--- src/logic/mftl_pkg.sv ---
package mftl_pkg;

    // clock and times
    localparam int unsigned CLK_KHZ        = 100_000;
    localparam int unsigned UD_FAST_MS     = 10;
    localparam int unsigned UD_SLOW_MS     = 100;
    localparam int unsigned CNT_MIN_MS     = 2;
    localparam int unsigned UD_FAST_CYC    = UD_FAST_MS * CLK_KHZ;
    localparam int unsigned UD_SLOW_CYC    = UD_SLOW_MS * CLK_KHZ;
    localparam int unsigned CNT_MIN_CYC    = CNT_MIN_MS * CLK_KHZ;
    localparam int unsigned TMR_W          = 24;
    localparam logic [4:0]  UD_FAST_STEPS  = 5'h14;

    // widths
    localparam int unsigned NUM_TERM       = 8;
    localparam int unsigned NUM_OUT        = 4;
    localparam int unsigned FREQ_W         = 16;
    localparam int unsigned CNT_W          = 16;
    localparam int unsigned CODE_W         = 6;
    localparam logic [15:0] CNT_MAX        = 16'hffff;
    localparam logic [15:0] FREQ_STEP      = 16'h0001;

    // frequency-mode and source values
    localparam logic [3:0]  MODE_EXT_MAX   = 4'h2;
    localparam logic [3:0]  MODE_FOUR_SPD  = 4'h1;
    localparam logic [3:0]  MODE_MULTI     = 4'h2;
    localparam logic [1:0]  SRC_PANEL      = 2'h0;

    // input terminal function codes
    localparam logic [5:0]  IN_HIGH        = 6'h11;
    localparam logic [5:0]  IN_MIDDLE      = 6'h12;
    localparam logic [5:0]  IN_LOW         = 6'h13;
    localparam logic [5:0]  IN_MULTI1      = 6'h14;
    localparam logic [5:0]  IN_RAMP1       = 6'h17;
    localparam logic [5:0]  IN_RAMP2       = 6'h18;
    localparam logic [5:0]  IN_UP          = 6'h19;
    localparam logic [5:0]  IN_DOWN        = 6'h1a;
    localparam logic [5:0]  IN_CNT_PULSE   = 6'h1b;
    localparam logic [5:0]  IN_CNT_RESET   = 6'h1c;

    // output function codes
    localparam logic [5:0]  OUT_CODE_MAX   = 6'h20;
    localparam logic [5:0]  OUT1_DEFAULT   = 6'h01;
    localparam logic [5:0]  OUT2_DEFAULT   = 6'h05;
    localparam logic [5:0]  OUT3_DEFAULT   = 6'h02;
    localparam logic [5:0]  OUT4_DEFAULT   = 6'h00;

    typedef enum logic [1:0] {
        SPD_MAIN,
        SPD_LOW,
        SPD_MIDDLE,
        SPD_HIGH
    } mftl_speed_t;

    typedef struct packed {
        logic [15:0] main_frequency_setting;
        logic [15:0] preset_frequency_two;
        logic [15:0] preset_frequency_three;
        logic [15:0] preset_frequency_four;
        logic [15:0] max_frequency;
        logic [15:0] min_frequency;
        logic [15:0] lower_limit;
    } mftl_freq_cfg_t;

    typedef struct packed {
        logic running;
        logic run_command;
        logic fault;
        logic dc_braking;
        logic accelerating;
        logic decelerating;
        logic drive_overload;
        logic motor_overload;
        logic over_torque;
        logic low_voltage;
        logic step_done;
        logic cycle_done;
        logic timer_one_reach;
        logic timer_two_reach;
        logic loop_open;
        logic drawing_done;
        logic fan_active;
        logic relay_pulled;
        logic brake_resistor;
    } mftl_status_t;

    typedef struct packed {
        logic [15:0] output_frequency;
        logic [15:0] start_frequency;
        logic [15:0] uniform_frequency_one;
        logic [15:0] uniform_frequency_two;
        logic [15:0] feedback;
        logic [15:0] feedback_upper_limit;
        logic [15:0] feedback_lower_limit;
    } mftl_meas_t;

endpackage

--- src/logic/mftl_sync.sv ---
`timescale 1ns/10ps
module mftl_sync #(
    parameter int unsigned WIDTH = 8
) (
    input  wire logic             i_core_clk,
    input  wire logic             i_rst_n,
    input  wire logic [WIDTH-1:0] i_async,
    output logic      [WIDTH-1:0] o_sync
);

    logic [WIDTH-1:0] meta_reg;

    always_ff @(posedge i_core_clk) begin
        if (!i_rst_n) begin
            meta_reg <= '0;
            o_sync   <= '0;
        end else begin
            meta_reg <= i_async;
            o_sync   <= meta_reg;
        end
    end

endmodule

--- src/logic/mftl_terminal_logic.sv ---
`timescale 1ns/10ps
// How it works
// - ramp selection only applies in frequency modes 0, 1 or 2.
// - input code 23 is ramp bit one, code 24 ramp bit two.
// - ramp bits decode to ramp 1..4 as a two-bit number.
// - no speed input uses main setting; low, middle, high use presets 2, 3, 4.
// - high speed beats middle, middle beats low.
// - speed terminals apply only in frequency mode 1.
// - UP and DOWN act only when frequency source is the panel.
// - UP alone raises, DOWN alone lowers, both together do nothing.
// - adjustment stops at maximum, and at minimum or lower limit.
// - held UP or DOWN steps fast first, then at a slow steady rate.
// - panel arrow edits act only on confirm, then written to main setting.
// - multi-speed inputs apply only in frequency mode 2.
// - counter stops at its target and asserts the output until reset.
// - counter saturates at 65535 and never wraps.
// - four output function codes 0..32, defaults 01, 05, 02, 00.
// - code 00 idle; 01 run, 02 fault, 03 zero speed, 04 dc brake, 05 reach.
// - codes 06, 07 uniform frequency reach; 08 ramp-up; 09 ramp-down.
// - codes 10..13 overloads, torque, low volt; 30..32 fan, relay, brake.
// - codes 14 and 15 follow the step end and cycle end status levels.
// - code 16 count equals target; code 17 count at least intermediate.
// - codes 18, 19 timer reach; code 20 current loop open.
// - code 27 drawing done until stop; 28 feedback low; 29 feedback high.
// - input code 27 is the counter pulse input.
// - input code 28 clears the count, then counting restarts.
module mftl_terminal_logic #(
    parameter int unsigned UD_FAST_CYC = mftl_pkg::UD_FAST_CYC,
    parameter int unsigned UD_SLOW_CYC = mftl_pkg::UD_SLOW_CYC,
    parameter int unsigned CNT_MIN_CYC = mftl_pkg::CNT_MIN_CYC
) (
    // clock and reset
    input  wire logic                  i_core_clk,
    input  wire logic                  i_rst_n,
    // input terminals and their function codes
    input  wire logic [7:0]            i_terminal,
    input  wire logic [7:0][5:0]       i_input_function,
    // mode settings
    input  wire logic [3:0]            i_frequency_mode_setting,
    input  wire logic [1:0]            i_frequency_source_select,
    input  mftl_pkg::mftl_freq_cfg_t   i_freq_cfg,
    // panel keys, one-cycle pulses
    input  wire logic                  i_key_up,
    input  wire logic                  i_key_down,
    input  wire logic                  i_key_enter,
    // counter settings
    input  wire logic [15:0]           i_count_target,
    input  wire logic [15:0]           i_intermediate_count_target,
    // output function code load
    input  wire logic [3:0]            i_output_function_wr,
    input  wire logic [5:0]            i_output_function_data,
    // drive status
    input  mftl_pkg::mftl_status_t     i_status,
    input  mftl_pkg::mftl_meas_t       i_meas,
    // decoded selections
    output logic [1:0]                 o_ramp_select,
    output mftl_pkg::mftl_speed_t      o_speed_select,
    output logic [2:0]                 o_multi_speed_select,
    output logic [15:0]                o_frequency_command,
    output logic                       o_main_write,
    output logic [15:0]                o_main_write_value,
    // counter
    output logic [15:0]                o_count,
    output logic                       o_count_reached,
    // output contacts
    output logic [3:0]                 o_contact,
    output logic [3:0][5:0]            o_output_function
);

    logic [7:0]  term_sync;
    logic        ramp1_on;
    logic        ramp2_on;
    logic        high_on;
    logic        middle_on;
    logic        low_on;
    logic [2:0]  multi_on;
    logic        up_on;
    logic        down_on;
    logic        cnt_pulse_on;
    logic        cnt_reset_on;
    logic        ud_mode;
    logic        move;
    logic        move_up;
    logic        move_down;
    logic        step_now;
    logic [15:0] lo_limit;
    logic [15:0] base_freq;
    logic [15:0] edit_base;
    logic [23:0] interval;
    logic        move_d_reg;
    logic [23:0] hold_cnt_reg;
    logic [4:0]  nsteps_reg;
    logic [15:0] ud_freq_reg;
    logic        edit_reg;
    logic [15:0] pend_reg;
    logic        filt_reg;
    logic [23:0] filt_cnt_reg;
    logic        cnt_rise;
    logic        drawing_reg;
    logic [32:0] cond;

    mftl_sync #(
        .WIDTH (mftl_pkg::NUM_TERM)
    ) u_sync (
        .i_core_clk (i_core_clk),
        .i_rst_n    (i_rst_n),
        .i_async    (i_terminal),
        .o_sync     (term_sync)
    );

    // true when any active terminal carries the given function code
    function automatic logic term_has(input logic [7:0] act,
                                      input logic [7:0][5:0] fn,
                                      input logic [5:0] code);
        logic hit;
        hit = 1'b0;
        for (int t = 0; t < mftl_pkg::NUM_TERM; t++) begin
            hit = hit | (act[t] & (fn[t] == code));
        end
        return hit;
    endfunction

    always_comb begin
        ramp1_on     = term_has(term_sync, i_input_function, mftl_pkg::IN_RAMP1);
        ramp2_on     = term_has(term_sync, i_input_function, mftl_pkg::IN_RAMP2);
        high_on      = term_has(term_sync, i_input_function, mftl_pkg::IN_HIGH);
        middle_on    = term_has(term_sync, i_input_function, mftl_pkg::IN_MIDDLE);
        low_on       = term_has(term_sync, i_input_function, mftl_pkg::IN_LOW);
        up_on        = term_has(term_sync, i_input_function, mftl_pkg::IN_UP);
        down_on      = term_has(term_sync, i_input_function, mftl_pkg::IN_DOWN);
        cnt_pulse_on = term_has(term_sync, i_input_function, mftl_pkg::IN_CNT_PULSE);
        cnt_reset_on = term_has(term_sync, i_input_function, mftl_pkg::IN_CNT_RESET);
        for (int m = 0; m < 3; m++) begin
            multi_on[m] = term_has(term_sync, i_input_function,
                                   mftl_pkg::IN_MULTI1 + 6'(m));
        end
    end

    // ramp selection
    always_ff @(posedge i_core_clk) begin
        if (!i_rst_n || i_frequency_mode_setting > mftl_pkg::MODE_EXT_MAX) begin
            o_ramp_select <= 2'h0;
        end else begin
            o_ramp_select <= {ramp2_on, ramp1_on};
        end
    end

    // multi-speed selection
    always_ff @(posedge i_core_clk) begin
        if (!i_rst_n || i_frequency_mode_setting != mftl_pkg::MODE_MULTI) begin
            o_multi_speed_select <= 3'h0;
        end else begin
            o_multi_speed_select <= multi_on;
        end
    end

    // up/down adjustment
    assign ud_mode   = (i_frequency_source_select == mftl_pkg::SRC_PANEL);
    assign move_up   = ud_mode & up_on & ~down_on;
    assign move_down = ud_mode & down_on & ~up_on;
    assign move      = move_up | move_down;
    assign interval  = (nsteps_reg < mftl_pkg::UD_FAST_STEPS) ?
                       24'(UD_FAST_CYC) : 24'(UD_SLOW_CYC);
    assign step_now  = move & (~move_d_reg | (hold_cnt_reg == interval - 24'h1));
    assign lo_limit  = (i_freq_cfg.min_frequency > i_freq_cfg.lower_limit) ?
                       i_freq_cfg.min_frequency : i_freq_cfg.lower_limit;

    always_ff @(posedge i_core_clk) begin
        if (!i_rst_n) begin
            move_d_reg   <= 1'b0;
            hold_cnt_reg <= 24'h0;
            nsteps_reg   <= 5'h0;
        end else begin
            move_d_reg <= move;
            if (!move || step_now) begin
                hold_cnt_reg <= 24'h0;
            end else begin
                hold_cnt_reg <= hold_cnt_reg + 24'h1;
            end
            if (!move) begin
                nsteps_reg <= 5'h0;
            end else if (step_now && nsteps_reg < mftl_pkg::UD_FAST_STEPS) begin
                nsteps_reg <= nsteps_reg + 5'h1;
            end
        end
    end

    always_ff @(posedge i_core_clk) begin
        if (!i_rst_n) begin
            ud_freq_reg <= 16'h0;
        end else if (!ud_mode) begin
            ud_freq_reg <= i_freq_cfg.main_frequency_setting;
        end else if (i_key_enter) begin
            ud_freq_reg <= pend_reg;
        end else if (step_now && move_up) begin
            if (ud_freq_reg >= i_freq_cfg.max_frequency) begin
                ud_freq_reg <= i_freq_cfg.max_frequency;
            end else begin
                ud_freq_reg <= ud_freq_reg + mftl_pkg::FREQ_STEP;
            end
        end else if (step_now && move_down) begin
            if (ud_freq_reg <= lo_limit) begin
                ud_freq_reg <= lo_limit;
            end else begin
                ud_freq_reg <= ud_freq_reg - mftl_pkg::FREQ_STEP;
            end
        end
    end

    // panel arrow edits stay pending until confirmed
    assign edit_base = edit_reg ? pend_reg : ud_freq_reg;

    always_ff @(posedge i_core_clk) begin
        if (!i_rst_n) begin
            edit_reg <= 1'b0;
            pend_reg <= 16'h0;
        end else if (!ud_mode || i_key_enter) begin
            edit_reg <= 1'b0;
            pend_reg <= edit_reg ? pend_reg : ud_freq_reg;
        end else if (i_key_up && !i_key_down) begin
            edit_reg <= 1'b1;
            pend_reg <= (edit_base >= i_freq_cfg.max_frequency) ?
                        i_freq_cfg.max_frequency : edit_base + mftl_pkg::FREQ_STEP;
        end else if (i_key_down && !i_key_up) begin
            edit_reg <= 1'b1;
            pend_reg <= (edit_base <= lo_limit) ?
                        lo_limit : edit_base - mftl_pkg::FREQ_STEP;
        end else if (!edit_reg) begin
            pend_reg <= ud_freq_reg;
        end
    end

    always_ff @(posedge i_core_clk) begin
        if (!i_rst_n) begin
            o_main_write       <= 1'b0;
            o_main_write_value <= 16'h0;
        end else begin
            o_main_write <= ud_mode & i_key_enter;
            if (ud_mode && i_key_enter) begin
                o_main_write_value <= pend_reg;
            end
        end
    end

    // speed selection and frequency command
    assign base_freq = ud_mode ? ud_freq_reg : i_freq_cfg.main_frequency_setting;

    always_ff @(posedge i_core_clk) begin
        if (!i_rst_n) begin
            o_speed_select      <= mftl_pkg::SPD_MAIN;
            o_frequency_command <= 16'h0;
        end else if (i_frequency_mode_setting != mftl_pkg::MODE_FOUR_SPD) begin
            o_speed_select      <= mftl_pkg::SPD_MAIN;
            o_frequency_command <= base_freq;
        end else if (high_on) begin
            o_speed_select      <= mftl_pkg::SPD_HIGH;
            o_frequency_command <= i_freq_cfg.preset_frequency_four;
        end else if (middle_on) begin
            o_speed_select      <= mftl_pkg::SPD_MIDDLE;
            o_frequency_command <= i_freq_cfg.preset_frequency_three;
        end else if (low_on) begin
            o_speed_select      <= mftl_pkg::SPD_LOW;
            o_frequency_command <= i_freq_cfg.preset_frequency_two;
        end else begin
            o_speed_select      <= mftl_pkg::SPD_MAIN;
            o_frequency_command <= base_freq;
        end
    end

    // counter pulse filter: level must stand for the least width
    always_ff @(posedge i_core_clk) begin
        if (!i_rst_n) begin
            filt_reg     <= 1'b0;
            filt_cnt_reg <= 24'h0;
            cnt_rise     <= 1'b0;
        end else begin
            cnt_rise <= 1'b0;
            if (cnt_pulse_on == filt_reg) begin
                filt_cnt_reg <= 24'h0;
            end else if (filt_cnt_reg >= 24'(CNT_MIN_CYC) - 24'h1) begin
                filt_cnt_reg <= 24'h0;
                filt_reg     <= cnt_pulse_on;
                cnt_rise     <= cnt_pulse_on;
            end else begin
                filt_cnt_reg <= filt_cnt_reg + 24'h1;
            end
        end
    end

    always_ff @(posedge i_core_clk) begin
        if (!i_rst_n) begin
            o_count         <= 16'h0;
            o_count_reached <= 1'b0;
        end else begin
            o_count_reached <= (o_count == i_count_target);
            if (cnt_reset_on) begin
                o_count <= 16'h0;
            end else if (cnt_rise && o_count != i_count_target
                         && o_count != mftl_pkg::CNT_MAX) begin
                o_count <= o_count + 16'h1;
            end
        end
    end

    // drawing reach latch, set wins over the clear on stop
    always_ff @(posedge i_core_clk) begin
        if (!i_rst_n) begin
            drawing_reg <= 1'b0;
        end else if (i_status.drawing_done) begin
            drawing_reg <= 1'b1;
        end else if (!i_status.running) begin
            drawing_reg <= 1'b0;
        end
    end

    // status condition per output function code
    always_comb begin
        cond     = 33'h0;
        cond[1]  = i_status.running | i_status.run_command;
        cond[2]  = i_status.fault;
        cond[3]  = i_meas.output_frequency < i_meas.start_frequency;
        cond[4]  = i_status.dc_braking;
        cond[5]  = i_meas.output_frequency == o_frequency_command;
        cond[6]  = i_meas.output_frequency >= i_meas.uniform_frequency_one;
        cond[7]  = i_meas.output_frequency >= i_meas.uniform_frequency_two;
        cond[8]  = i_status.accelerating;
        cond[9]  = i_status.decelerating;
        cond[10] = i_status.drive_overload;
        cond[11] = i_status.motor_overload;
        cond[12] = i_status.over_torque;
        cond[13] = i_status.low_voltage;
        cond[14] = i_status.step_done;
        cond[15] = i_status.cycle_done;
        cond[16] = o_count == i_count_target;
        cond[17] = o_count >= i_intermediate_count_target;
        cond[18] = i_status.timer_one_reach;
        cond[19] = i_status.timer_two_reach;
        cond[20] = i_status.loop_open;
        cond[27] = drawing_reg;
        cond[28] = i_meas.feedback < i_meas.feedback_lower_limit;
        cond[29] = i_meas.feedback > i_meas.feedback_upper_limit;
        cond[30] = i_status.fan_active;
        cond[31] = i_status.relay_pulled;
        cond[32] = i_status.brake_resistor;
    end

    // output contacts
    for (genvar k = 0; k < mftl_pkg::NUM_OUT; k++) begin : g_out
        localparam logic [5:0] DEF = (k == 0) ? mftl_pkg::OUT1_DEFAULT :
                                     (k == 1) ? mftl_pkg::OUT2_DEFAULT :
                                     (k == 2) ? mftl_pkg::OUT3_DEFAULT :
                                                mftl_pkg::OUT4_DEFAULT;

        always_ff @(posedge i_core_clk) begin
            if (!i_rst_n) begin
                o_output_function[k] <= DEF;
            end else if (i_output_function_wr[k]
                         && i_output_function_data <= mftl_pkg::OUT_CODE_MAX) begin
                o_output_function[k] <= i_output_function_data;
            end
        end

        always_ff @(posedge i_core_clk) begin
            if (!i_rst_n) begin
                o_contact[k] <= 1'b0;
            end else begin
                o_contact[k] <= cond[o_output_function[k]];
            end
        end
    end

endmodule

--- config.mk ---
export PLATFORM = sky130hd
export DESIGN_NAME = mftl_terminal_logic
export DESIGN_NICKNAME = d
export VERILOG_FILES = /design/src/logic/mftl_pkg.sv /design/src/logic/mftl_sync.sv /design/src/logic/mftl_terminal_logic.sv
export SDC_FILE = /design/constraint.sdc
export NUM_CORES = 1
export LEC_CHECK = 0
export BUFFER_PORTS_ARGS = -buffer_cell sky130_fd_sc_hd__clkbuf_2
export CAP_MARGIN = 10
export CELL_PAD_IN_SITES_DETAIL_PLACEMENT = 1
export CELL_PAD_IN_SITES_GLOBAL_PLACEMENT = 1
export CORE_AREA = 5 5 223 225
export CTS_CLUSTER_SIZE = 16
export DETAILED_ROUTE_END_ITERATION = 8
export DIE_AREA = 0 0 228 230
export PLACE_DENSITY = 0.84
export SETUP_SLACK_MARGIN = 0.2
export SLEW_MARGIN = 0
export SYNTH_ARGS = -nofsm -noshare
export SYNTH_HDL_FRONTEND = slang
export SYNTH_SLANG_ARGS = --single-unit
--- constraint.sdc ---
create_clock -name i_core_clk -period 5.7 [get_ports i_core_clk]
set_clock_uncertainty 0.1 [all_clocks]
set_input_delay 1.14 -clock i_core_clk [delete_from_list [all_inputs] [get_ports i_core_clk]]
set_output_delay 1.14 -clock i_core_clk [all_outputs]
set_load 0.05 [all_outputs]
### After elaboration in Yosys (flattened, before gate mapping)

Index checks and enable logic that the tools add are counted.

* register bits after elaboration: 191
* output and inout port bits: 85
* input bits: 352

* equal/unequal tests: 106
* order comparisons: 19
* add/sub/neg operators: 9
* multiplexer cells: 34
* bitwise gates (word level): 195
* reductions and logical operators: 31

Operator list (number)
* 6-bit by 5-bit equality test with 1-bit output (second input constant): 96
* 16-bit two-way mux: 18
* 1-bit bitwise AND: 102
* 1-bit OR: 87
* 16-bit greater-or-equal comparator: 5
* 16-bit by 1-bit adder with 16-bit output (second input constant): 3
* 24-bit by 1-bit adder with 24-bit output (second input constant): 2
* 16-bit equality test: 2
* 16-bit greater-than comparator: 2
* 16-bit less-or-equal comparator: 2
* 16-bit < comparator: 2
* 16-bit by 1-bit subtractor with 16-bit output (second input constant): 2
* 6-bit by 7-bit < comparator with 1-bit output (second input constant): 4
* 1-bit binary-select mux with 6-bit select: 4
* 24-bit equality test: 1
* 24-bit by 18-bit greater-or-equal comparator with 1-bit output (second input constant): 1
* 24-bit two-way mux: 1
* 24-bit by 1-bit subtractor with 24-bit output (second input constant): 1
* 16-bit inequality test: 1
* 16-bit inequality test (second input constant): 1
* 1-bit logical AND: 12
* 1-bit two-way mux: 9
* 4-bit by 2-bit inequality test with 1-bit output (second input constant): 2
* 2-bit OR reduction: 4
* other kinds (15): 30

### Logic depth before layout (Yosys ltp)

Gate-level depths: netlist of run 1.

* word-level depth: 18
* gate-level depth with buffers: 21
* gate-level depth less buffers: 18

### Modules after synthesis

A second synthesis of run 1 with hierarchy kept.

* cell total of the unflattened synthesis: 2236
* area total of the unflattened synthesis: 17186.5 um2

By module, submodules not included
* mftl_terminal_logic: times used 1, area an instance 16739.8 um2, sequential area each 3503.4 um2, cells each 2203
* mftl_sync: times used 1, area an instance 446.7 um2, sequential area each 320.3 um2, cells each 33

### Least setup slack after synthesis of run 1

Ideal clock, no wire load.

* kind: in2reg
* from: input port i_freq_cfg[15] in the netlist's numbering
* to: register pend_reg[4]
* path slack: 159 ps
* setup time: 132 ps
* data required time: 5468 ps
* cell stages on the path: 21
* arrival time: 5310 ps
* path buffers: 3
* path through: inv_1 ha_1 nand4_2 or4_4 a21o_1 nand3b_4 o21ai_4 buf_6 mux2i_2 ha_1 a21o_1 a21o_1 a21oi_1 o211ai_1 a21oi_1 or2_2 clkbuf_1 clkbuf_1 o21ai_0 a221oi_1 nor3_1

* longest elaborated chain between the ends: 7

RTL lines
* start, declared: RTL line mftl_terminal_logic.sv:41 `input mftl_pkg::mftl_freq_cfg_t i_freq_cfg,`
* 16-bit greater-than comparator: RTL line mftl_terminal_logic.sv:165 `assign lo_limit = (i_freq_cfg.min_frequency > i_freq_cfg.lower_limit) ?`
* 16-bit two-way mux (*): RTL line mftl_terminal_logic.sv:165
* 16-bit less-or-equal comparator: RTL line mftl_terminal_logic.sv:226 `pend_reg <= (edit_base <= lo_limit) ?`
* 16-bit two-way mux (*): RTL line mftl_terminal_logic.sv:226
* 16-bit two-way mux (*): RTL line mftl_terminal_logic.sv:224 `end else if (i_key_down && !i_key_up) begin`
* 16-bit two-way mux (*): RTL line mftl_terminal_logic.sv:220 `end else if (i_key_up && !i_key_down) begin`
* 16-bit two-way mux (*): RTL line mftl_terminal_logic.sv:217 `end else if (!ud_mode || i_key_enter) begin`
* end signal, assigned: RTL line mftl_terminal_logic.sv:219 `pend_reg <= edit_reg ? pend_reg : ud_freq_reg;`
* end signal, assigned: RTL line mftl_terminal_logic.sv:222 `pend_reg <= (edit_base >= i_freq_cfg.max_frequency) ?`
* end signal, assigned: RTL line mftl_terminal_logic.sv:226
* end, declared: RTL line mftl_terminal_logic.sv:95 `logic [15:0] pend_reg;`

Every way passes the cells marked *; elsewhere a longest branch is shown, timed or not.
A chain may end at the register's enable or synchronous reset.

### Worst setup path after layout of run 1

* from: input port i_freq_cfg[15] in the netlist's numbering
* to: register pend_reg[15]

Same word-level chain as after synthesis.

==> impl_metrics.env, run 1 <==
export IMPL_wl_met2_um=36650
export IMPL_rr_startpoint="edit_reg$_SDFFE_PP0P_"
export IMPL_worst_r2r_endpoint="pend_reg[0]$_SDFF_PN0_"
export IMPL_dpl_worst_slack_ns=-0.1926
export IMPL_dp_hpwl_um=63780
export IMPL_wl_per_cell_um=24.04
export IMPL_wl_met3_um=4960
export IMPL_synth_edf_count=0
export IMPL_final_core_util_pct=43.17
export IMPL_syn_inst=2183
export IMPL_rsz0062_at_grt="no"
export IMPL_worstHoldPathType="reg -> reg"
export IMPL_ys_async_sr_fraction_pct=0
export IMPL_max_clock_freq_mhz=186.9
export IMPL_setup_violations=0
export IMPL_top_layer="met5"
export IMPL_grtUsageTotal_pct=28.28
export IMPL_worstHoldEndpoint="u_sync.o_sync[0]$_SDFF_PN0_"
export IMPL_status="complete, no violations"
export IMPL_start_util_pct=35.54
export IMPL_worstMarginPinSlew_ns=1.089
export IMPL_layout_nets=3126
export IMPL_yosysTopAreaCell="dfxtp_1"
export IMPL_gr_total_overflow=0
export IMPL_num_vias=18850
export IMPL_drt_iter0_markers=1288
export IMPL_grt_pass1_vias=19920
export IMPL_synth_xor_area_share_pct=6.507
export IMPL_tritoncts="done"
export IMPL_synth_top_family_by_area="simple AND/OR/NAND/NOR gates"
export IMPL_slew_headroom_pct=27.40
export IMPL_yosys_area_top_type_share_pct=22.73
export IMPL_worstHoldPathCells=1
export IMPL_yosys_top_cells_count="223 x nor2_1, 195 x nand2_1, 191 x dfxtp_1, 183 x ha_1, 181 x inv_1"
export IMPL_maxSlewViolCount=0
export IMPL_cts_buffers=17
export IMPL_synth_adder_area_share_pct=13.61
export IMPL_area_growth_pct=21.48
export IMPL_end_kind="flip-flop"
export IMPL_design_core_area_sq_um=47350
export IMPL_dieArea_sq_um=52440
export IMPL_power_density_nw_per_um2=197.4
export IMPL_clk_pin_slew_worst_paths_ns=0.08
export IMPL_synth_most_common_cell="nor2_1"
export IMPL_crit_type="in -> reg"
export IMPL_synth_seq_cells=191
export IMPL_cp_required_ns=6.00
export IMPL_wl_um=77480
export IMPL_syn_avg_cell_area_sq_um=7.707
export IMPL_multiInputGateArea_sq_um=12010
export IMPL_drive_gt1_share_pct=21.36
export IMPL_io_pins=437
export IMPL_cts_setup_buffers=0
export IMPL_arrival_ns=5.65
export IMPL_ctsLongestPathBuffers=2
export IMPL_timing_setup_tns_ns=0
export IMPL_rows=80
export IMPL_critPathLaunchType="input port"
export IMPL_antenna_found_initial=6
export IMPL_die_w_um=228
export IMPL_synth_area_leaders="dfxtp_1 23%, ha_1 14%, mux2i_1 5.8%, nor2_1 5.0%, nand2_1 4.4%"
export IMPL_drc=0
export IMPL_cp_max_fo=19
export IMPL_htree_levels=4
export IMPL_ys_flop_type="dfxtp_1"
export IMPL_synth_compound_area_share_pct=19.36
export IMPL_seq_area_frac_synth_pct=22.73
export IMPL_r2r_slack_ns=1.28
export IMPL_synth_area_sq_um=16820
export IMPL_dr_pass1_iters=5
export IMPL_fp_dieH_um=230
export IMPL_ir_worst_vdd_v=0.0002213
export IMPL_numClockSinks=191
export IMPL_regArea_sq_um=3824
export IMPL_grt_max_degree=46
export IMPL_drtAntennaViolNets=0
export IMPL_root_buffer="clkbuf_16"
export IMPL_min_from="u_sync.meta_reg[0]$_SDFF_PN0_"
export IMPL_synth_simple_area_share_pct=23.66
export IMPL_r2r_cells=13
export IMPL_leakagePower_nw=9.678
export IMPL_drt_vias_per_instance=5.848
export IMPL_synth_mux_area_share_pct=7.742
export IMPL_cap_viol_max_count=0
export IMPL_fin_ws_ns=0.3491
export IMPL_ys_types=82
export IMPL_grt_pass1_wl_um=117600
export IMPL_io_buffer_count=436
export IMPL_final_hold_viol_count=0
export IMPL_fillerInstances=6002
export IMPL_insertion_delay_ns=0.47
export IMPL_finalCritPeriodShare_pct=93.88
export IMPL_yosys_warnings=0
export IMPL_period_minus_slack_ns=5.351
export IMPL_gp_congestion=0.9829
export IMPL_met1_length_um=31550
-- report_power, final --
group          total (mW)  internal, mW  switching [mW]
logic                1.27         0.500           0.772
clock network        1.28         0.706           0.574
registers            1.48          1.38           0.102
-- cells by family (layout without fill, tap and decap cells) --
kind of cell | Yosys count | in the layout
simple gates | 803 | 803
compound gates | 486 | 486
buf+inv | 277 | 692
flops | 191 | 191
fa+ha+maj | 183 | 183
xor+xnor | 125 | 125
mux | 117 | 117
other cells | 1 | 11
-- stage by stage --
stage | area (sq um) | hold slack [ns] | cells | total power, mW
floorplan | 16840 | 0.3119 | 2188 | 2.212
global placement | 19770 | 0.3144 | 3187 | 2.697
detailed placement | 19770 | 0.3228 | 3187 | 2.750
CTS | 20380 | 0.3357 | 3218 | 4.030
global route | 20440 | 0.3467 | 3222 | 4.220
finish | 20440 | 0.3360 | 3223 | 4.034
-- critical path: stages --
cell and delay (ns):
clkbuf_2 0.09, inv_1 0.05, ha_1 0.33, nand4_2 0.17
or4_4 0.62, a21o_1 0.23, nand3b_4 0.11, o21ai_4 0.10
buf_12 0.17, mux2i_2 0.20, buf_4 0.17, ha_1 0.24
a21o_1 0.19, a21o_1 0.18, a21oi_1 0.15, o211ai_1 0.10
a21oi_1 0.23, or2_2 0.20, buf_12 0.17, mux2_2 0.34
a211o_1 0.29, a31oi_1 0.15
-- per-layer routing --
| layer | GRT usage [%] | up-vias |
|---|---|---|
| met5 | 0 | - |
| met4 | 14.50 | 2 |
| met3 | 5.132 | 208 |
| met2 | 48.70 | 749 |
| met1 | 33.80 | 9215 |
| li1 | - | 8675 |
-- what timing repair did --
| action | in CTS | in global routing |
|---|---|---|
| endpoints found under the setup margin | 0 | 21 |
| endpoints found under the hold margin | 0 | 0 |
| hold buffers | 0 | 0 |
| resized for setup | 0 | 12 |
-- cell usage in the layout, fill, tap and decap left out, types with 17 or more instances in the layout --
master and instances:
buf_4 38, xnor2_1 59, nand3_1 69, o21ai_0 84, nand2_1 195, nor4_1 25
o22ai_1 27, and3_1 23, dfxtp_1 191, clkbuf_16 17, inv_1 181, a21o_1 44
clkbuf_2 436, and2_1 33, nor2b_1 33, ha_1 183, mux2i_1 96, nor2_1 223
nand4_1 52, a21oi_1 123, a211oi_1 23, xor2_1 66, nor3_1 52, o221ai_1 20
-- worst max-delay path by stage --
stage	from	endpoint
finish	i_freq_cfg[15]	pend_reg[15]$_SDFF_PN0_
global route	i_freq_cfg[15]	pend_reg[15]$_SDFF_PN0_
CTS	i_freq_cfg[15]	ud_freq_reg[5]$_SDFFE_PN0P_
detailed placement	i_freq_cfg[15]	ud_freq_reg[5]$_SDFFE_PN0P_
global placement	i_freq_cfg[15]	ud_freq_reg[13]$_SDFFE_PN0P_
floorplan	i_freq_cfg[15]	pend_reg[4]$_SDFF_PN0_
-- layout make-up --
class | instances | share of cell area (%)
clock inverters | 11 | 0.7591
well taps | 615 | 3.765
multi-input cells | 1720 | 58.74
diodes | 5 | 0.06122
repair buffers | 478 | 12.42
clock buffers | 20 | 2.185
inverters | 183 | 3.361
flip-flops and latches | 191 | 18.71
No activity file was read; power rests on OpenSTA's default activity.
==> run 2: changes to the inputs <==
--- a/config.mk
+++ b/config.mk
@@ -10,6 +10,7 @@
 export CELL_PAD_IN_SITES_DETAIL_PLACEMENT = 1
 export CELL_PAD_IN_SITES_GLOBAL_PLACEMENT = 1
 export CORE_AREA = 5 5 223 225
+export CTS_BUF_LIST = sky130_fd_sc_hd__clkbuf_16
 export CTS_CLUSTER_SIZE = 16
 export DETAILED_ROUTE_END_ITERATION = 8
 export DIE_AREA = 0 0 228 230
==> impl_metrics.env, run 2 (synthesized netlist as in run 1, its figures left out) <==
export IMPL_num_vias=18820
export IMPL_dpl_worst_slack_ns=-0.1926
export IMPL_ctsLongestPathBuffers=2
export IMPL_start_util_pct=35.54
export IMPL_dr_pass1_iters=5
export IMPL_mostFrequentLayoutCells="436 x clkbuf_2, 223 x nor2_1, 195 x nand2_1"
export IMPL_die_w_um=228
export IMPL_worstHoldPathCells=1
export IMPL_grt_pass1_vias=19930
export IMPL_drt_iter0_markers=1349
export IMPL_design_core_area_sq_um=47350
export IMPL_final_area_sq_um=20430
export IMPL_antenna_found_initial=6
export IMPL_ir_worst_vdd_v=0.0002224
export IMPL_layout_nets=3126
export IMPL_power_switching_mw=1.447
export IMPL_slew_headroom_pct=27.54
export IMPL_drc=0
export IMPL_worstMarginPinSlew_ns=1.087
export IMPL_power_density_nw_per_um2=196.6
export IMPL_cts_buffers=17
export IMPL_insertion_delay_ns=0.46
export IMPL_end_kind="flip-flop"
export IMPL_cp_required_ns=6.00
export IMPL_cap_viol_max_count=0
export IMPL_critPathLaunchType="input port"
export IMPL_rows=80
export IMPL_place_area_sq_um=19770
export IMPL_cts_setup_buffers=0
export IMPL_worstHoldEndpoint="u_sync.o_sync[0]$_SDFF_PN0_"
export IMPL_cts_hold_buf=0
export IMPL_maxSlewViolCount=0
export IMPL_r2r_cells=13
export IMPL_crit_type="in -> reg"
export IMPL_final_hold_viol_count=0
export IMPL_io_buffer_count=436
export IMPL_grt_pass1_wl_um=117600
export IMPL_clk_pin_slew_worst_paths_ns=0.08
export IMPL_ctsResizeCount=0
export IMPL_status="complete, no violations"
export IMPL_drt_vias_per_instance=5.841
export IMPL_finalCritPeriodShare_pct=93.96
export IMPL_leakagePower_nw=9.680
export IMPL_dp_hpwl_um=63780
export IMPL_gp_congestion=0.9829
export IMPL_layout_commonest_cell="clkbuf_2"
export IMPL_p_int_mw=2.570
export IMPL_swShare_pct=36.03
export IMPL_max_clock_freq_mhz=186.7
export IMPL_fp_dieH_um=230
export IMPL_grt_max_degree=46
export IMPL_drive_gt1_share_pct=21.32
export IMPL_setup_violations=0
export IMPL_dieArea_sq_um=52440
export IMPL_grtUsageTotal_pct=28.28
export IMPL_r2r_slack_ns=1.29
export IMPL_worst_r2r_endpoint="pend_reg[0]$_SDFF_PN0_"
export IMPL_rr_startpoint="edit_reg$_SDFFE_PP0P_"
export IMPL_numClockSinks=191
export IMPL_rsz0062_at_grt="no"
export IMPL_tritoncts="done"
export IMPL_power_frac_comb_pct=31.7
export IMPL_htree_levels=4
export IMPL_wl_per_cell_um=24.04
export IMPL_io_pins=437
export IMPL_gr_total_overflow=0
export IMPL_wl_um=77480
export IMPL_min_from="u_sync.meta_reg[0]$_SDFF_PN0_"
export IMPL_clkPwrFrac_pct=31.4
export IMPL_seqPwrFrac_pct=36.9
export IMPL_root_buffer="clkbuf_16"
export IMPL_fin_ws_ns=0.3441
export IMPL_arrival_ns=5.65
export IMPL_area_growth_pct=21.42
export IMPL_cp_max_fo=19
export IMPL_worstHoldPathType="reg -> reg"
export IMPL_drtAntennaViolNets=0
export IMPL_period_minus_slack_ns=5.356
[run 2: cell types whose count changed in the layout (fill, tap and decap cells not counted)]
cell | previous run | this run
inv_1 | 181 | 183
clkinv_1 | 1 | 2
clkbuf_8 | 1 | 0
clkbuf_1 | 2 | 0
[run 2: power by group through the flow]
stage / registers, mW / clock network, mW / logic [mW]
after floorplan: 1.52 / 0 / 0.694
after global placement: 1.51 / 0 / 1.19
after detailed placement: 1.51 / 0 / 1.24
after CTS: 1.48 / 1.29 / 1.25
after global routing: 1.49 / 1.34 / 1.38
final: 1.48 / 1.26 / 1.27
[run 2: critical path, stage by stage]
cell and delay, ns:
clkbuf_2 0.09, inv_1 0.05, ha_1 0.33, nand4_2 0.17, or4_4 0.62, a21o_1 0.23
nand3b_4 0.11, o21ai_4 0.10, buf_12 0.17, mux2i_2 0.20, buf_4 0.17, ha_1 0.24
a21o_1 0.19, a21o_1 0.18, a21oi_1 0.16, o211ai_1 0.10, a21oi_1 0.23, or2_2 0.20
buf_12 0.17, mux2_2 0.34, a211o_1 0.29, a31oi_1 0.15
[run 2: layout make-up]
type | instances | area (sq um)
antenna | 5 | 12.51
clock buffer | 17 | 425.4
clock inverter | 14 | 166.4
fill | 6001 | 26920
inverter | 183 | 686.9
multi-input combinational | 1720 | 12010
sequential | 191 | 3824
tap | 615 | 769.5
timing repair buffer | 478 | 2539
[run 2: stage by stage]
stage / TNS, ns / hold slack (ns) / instances / total power [mW] / utilization, %
after floorplan: 0 / 0.3119 / 2188 / 2.212 / -
after global placement: 0 / 0.3144 / 3187 / 2.697 / 41.77
after detailed placement: -1.662 / 0.3228 / 3187 / 2.750 / 41.77
after CTS: 0 / 0.3354 / 3218 / 4.012 / 43.02
after global routing: 0 / 0.3466 / 3222 / 4.202 / 43.14
final: 0 / 0.3370 / 3223 / 4.017 / 43.15
[run 2: layer usage]
metal	share of wire, %	global-route usage (%)
met1	41	33.78
met2	47	48.71
met3	6.6	5.144
met4	5.4	14.50
met5	0.017	0
[run 2: how the worst max path moves through the flow]
stage / slack (ns) / cells after the start / start / end
floorplan: 0.27 / 21 / i_freq_cfg[15] / pend_reg[4]$_SDFF_PN0_
finish: 0.34 / 22 / i_freq_cfg[15] / pend_reg[15]$_SDFF_PN0_
CTS: 0.29 / 21 / i_freq_cfg[15] / ud_freq_reg[5]$_SDFFE_PN0P_
global placement: 0.05 / 21 / i_freq_cfg[15] / ud_freq_reg[13]$_SDFFE_PN0P_
global route: 0.20 / 20 / i_freq_cfg[15] / pend_reg[15]$_SDFF_PN0_
detailed placement: -0.19 / 21 / i_freq_cfg[15] / ud_freq_reg[5]$_SDFFE_PN0P_
==> run 3: changes to the inputs <==
--- a/config.mk
+++ b/config.mk
@@ -9,12 +9,12 @@
 export CAP_MARGIN = 10
 export CELL_PAD_IN_SITES_DETAIL_PLACEMENT = 1
 export CELL_PAD_IN_SITES_GLOBAL_PLACEMENT = 1
-export CORE_AREA = 5 5 223 225
+export CORE_AREA = 5 5 214 216
 export CTS_BUF_LIST = sky130_fd_sc_hd__clkbuf_16
 export CTS_CLUSTER_SIZE = 16
 export DETAILED_ROUTE_END_ITERATION = 8
-export DIE_AREA = 0 0 228 230
-export PLACE_DENSITY = 0.84
+export DIE_AREA = 0 0 219 221
+export PLACE_DENSITY = 0.87
 export SETUP_SLACK_MARGIN = 0.2
 export SLEW_MARGIN = 0
 export SYNTH_ARGS = -nofsm -noshare
==> constraint.sdc (replaced) <==
create_clock -name i_core_clk -period 5.3 [get_ports i_core_clk]
set_clock_uncertainty 0.1 [all_clocks]
set_input_delay 1.06 -clock i_core_clk [delete_from_list [all_inputs] [get_ports i_core_clk]]
set_output_delay 1.06 -clock i_core_clk [all_outputs]
set_load 0.05 [all_outputs]
==> impl_metrics.env, run 3 (synthesized netlist as in run 1, its figures left out) <==
export IMPL_gr_total_overflow=0
export IMPL_cp_required_ns=5.58
export IMPL_fp_dieH_um=221
export IMPL_finalCritPeriodShare_pct=98.34
export IMPL_placedCellCount=3205
export IMPL_start_util_pct=38.47
export IMPL_rows=77
export IMPL_wl_per_cell_um=24.74
export IMPL_cts_buffers=17
export IMPL_grtUsageTotal_pct=30.61
export IMPL_io_buffer_count=436
export IMPL_crit_buf_inv=6
export IMPL_drt_iter0_markers=1504
export IMPL_num_vias=19490
export IMPL_mostFrequentLayoutCells="428 x clkbuf_2, 219 x nor2_1, 192 x nand2_1"
export IMPL_drtAntennaViolNets=0
export IMPL_cp_slowest_cell="or4_4"
export IMPL_final_hold_viol_count=0
export IMPL_cap_viol_max_count=0
export IMPL_worstHoldPathType="reg -> reg"
export IMPL_htree_levels=4
export IMPL_wl_um=80480
export IMPL_leakagePower_nw=9.962
export IMPL_die_w_um=219
export IMPL_grt_pass1_vias=20210
export IMPL_layout_nets=3180
export IMPL_grt_pass1_wl_um=116500
export IMPL_tritoncts="done"
export IMPL_cpMostUsedCell="a21oi_1"
export IMPL_antenna_found_initial=3
export IMPL_rsz0062_at_grt="yes"
export IMPL_maxSlewViolCount=0
export IMPL_layout_commonest_cell="clkbuf_2"
export IMPL_crit_path_max_incr_delay_ns=0.59
export IMPL_status="complete, no violations"
export IMPL_drc=0
export IMPL_cp_max_fo=6
export IMPL_design_core_area_sq_um=43740
export IMPL_worstMarginPinSlew_ns=1.118
export IMPL_crit_chain="buf_8, inv_4, ha_4, nand4_4, or4_4, buf_6, o21ai_4, clkbuf_16, mux2i_1, ha_1, nand2_2, buf_4, a21oi_1, a221oi_2, and2_4, a221oi_4, mux2i_4, buf_12, o21ai_1, a2111o_1, a21oi_1"
export IMPL_slew_headroom_pct=25.36
export IMPL_drive_gt1_share_pct=24.38
export IMPL_dr_pass1_iters=5
export IMPL_clk_pin_slew_worst_paths_ns=0.08
export IMPL_power_density_nw_per_um2=210.8
export IMPL_end_kind="flip-flop"
export IMPL_setup_violations=0
export IMPL_numClockSinks=191
export IMPL_arrival_ns=5.50
export IMPL_area_growth_pct=25.94
export IMPL_period_minus_slack_ns=5.212
export IMPL_crit_type="in -> reg"
export IMPL_drt_vias_per_instance=5.991
export IMPL_timing_setup_tns_ns=0
export IMPL_root_buffer="clkbuf_16"
export IMPL_path_delay_family="compound AO/OA/AOI/OAI gates"
export IMPL_ctsLongestPathBuffers=2
export IMPL_io_pins=437
export IMPL_grt_max_degree=46
export IMPL_insertion_delay_ns=0.47
export IMPL_dieArea_sq_um=48400
export IMPL_max_clock_freq_mhz=191.9
export IMPL_gp_congestion=1.012
export IMPL_critPathLaunchType="input port"
export IMPL_ir_worst_vdd_v=0.0002417
export IMPL_final_cells=3253
export IMPL_dp_hpwl_um=63780
[run 3: changes by cell type in the layout (fill, tap and decap cells not counted), sizes merged]
| cell | before | now |
|---|---|---|
| bufinv | 3 | 2 |
| inv | 187 | 189 |
| clkbuf | 453 | 447 |
| diode | 5 | 3 |
| buf | 42 | 102 |
[run 3: final timing paths]
check	end	start	cells after the start	slack (ns)
min reg2reg	u_sync.o_sync[7]$_SDFF_PN0_	u_sync.meta_reg[7]$_SDFF_PN0_	1	0.34
min	u_sync.o_sync[7]$_SDFF_PN0_	u_sync.meta_reg[7]$_SDFF_PN0_	1	0.34
max reg2reg	pend_reg[12]$_SDFF_PN0_	edit_reg$_SDFFE_PP0P_	12	0.77
max	ud_freq_reg[0]$_SDFFE_PN0P_	i_freq_cfg[12]	21	0.09
[run 3: layer usage]
layer | wire [um] | global-route usage (%)
met4 | 6141 | 19.06
met1 | 30310 | 35.67
met3 | 5885 | 4.839
met2 | 38140 | 52.22
met5 | 0 | 0
[run 3: repair_timing]
item | in CTS | in global routing
setup endpoints to repair | 25 | 32
hold buffers | 0 | 0
resized for setup | 4 | 86
pin swaps | 1 | 30
gates cloned | 0 | 2
setup buffers | 4 | 7
[run 3: cell type report]
type | count | area [sq um]
Clock buffer | 17 | 425.4
Inverter | 183 | 691.9
Timing Repair Buffer | 532 | 3044
Tap cell | 592 | 740.7
Sequential cell | 191 | 3824
Antenna cell | 3 | 7.507
Multi-Input combinational cell | 1720 | 12300
Fill cell | 5527 | 22550
Clock inverter | 15 | 160.2
[run 3: through the flow]
stage | power (mW) | hold slack [ns] | setup slack, ns | util [%] | instance area (sq um)
finish | 4.467 | 0.3412 | 0.08777 | 48.44 | 21190
global route | 4.645 | 0.3539 | 0.04294 | 48.44 | 21190
CTS | 4.347 | 0.3428 | 0.2245 | 47.35 | 20710
detailed placement | 3.002 | 0.3248 | -0.5804 | 45.87 | 20060
global placement | 2.938 | 0.3144 | -0.3001 | 45.87 | 20060
floorplan | 2.384 | 0.3119 | 0.2031 | - | 16870
[run 3: where the power goes]
part | total [mW] | switching (mW) | internal (mW)
Clock | 1.35 | 0.644 | 0.703
Sequential | 1.60 | 0.118 | 1.49
Combinational | 1.52 | 0.887 | 0.629
Total | 4.47 | 1.65 | 2.82
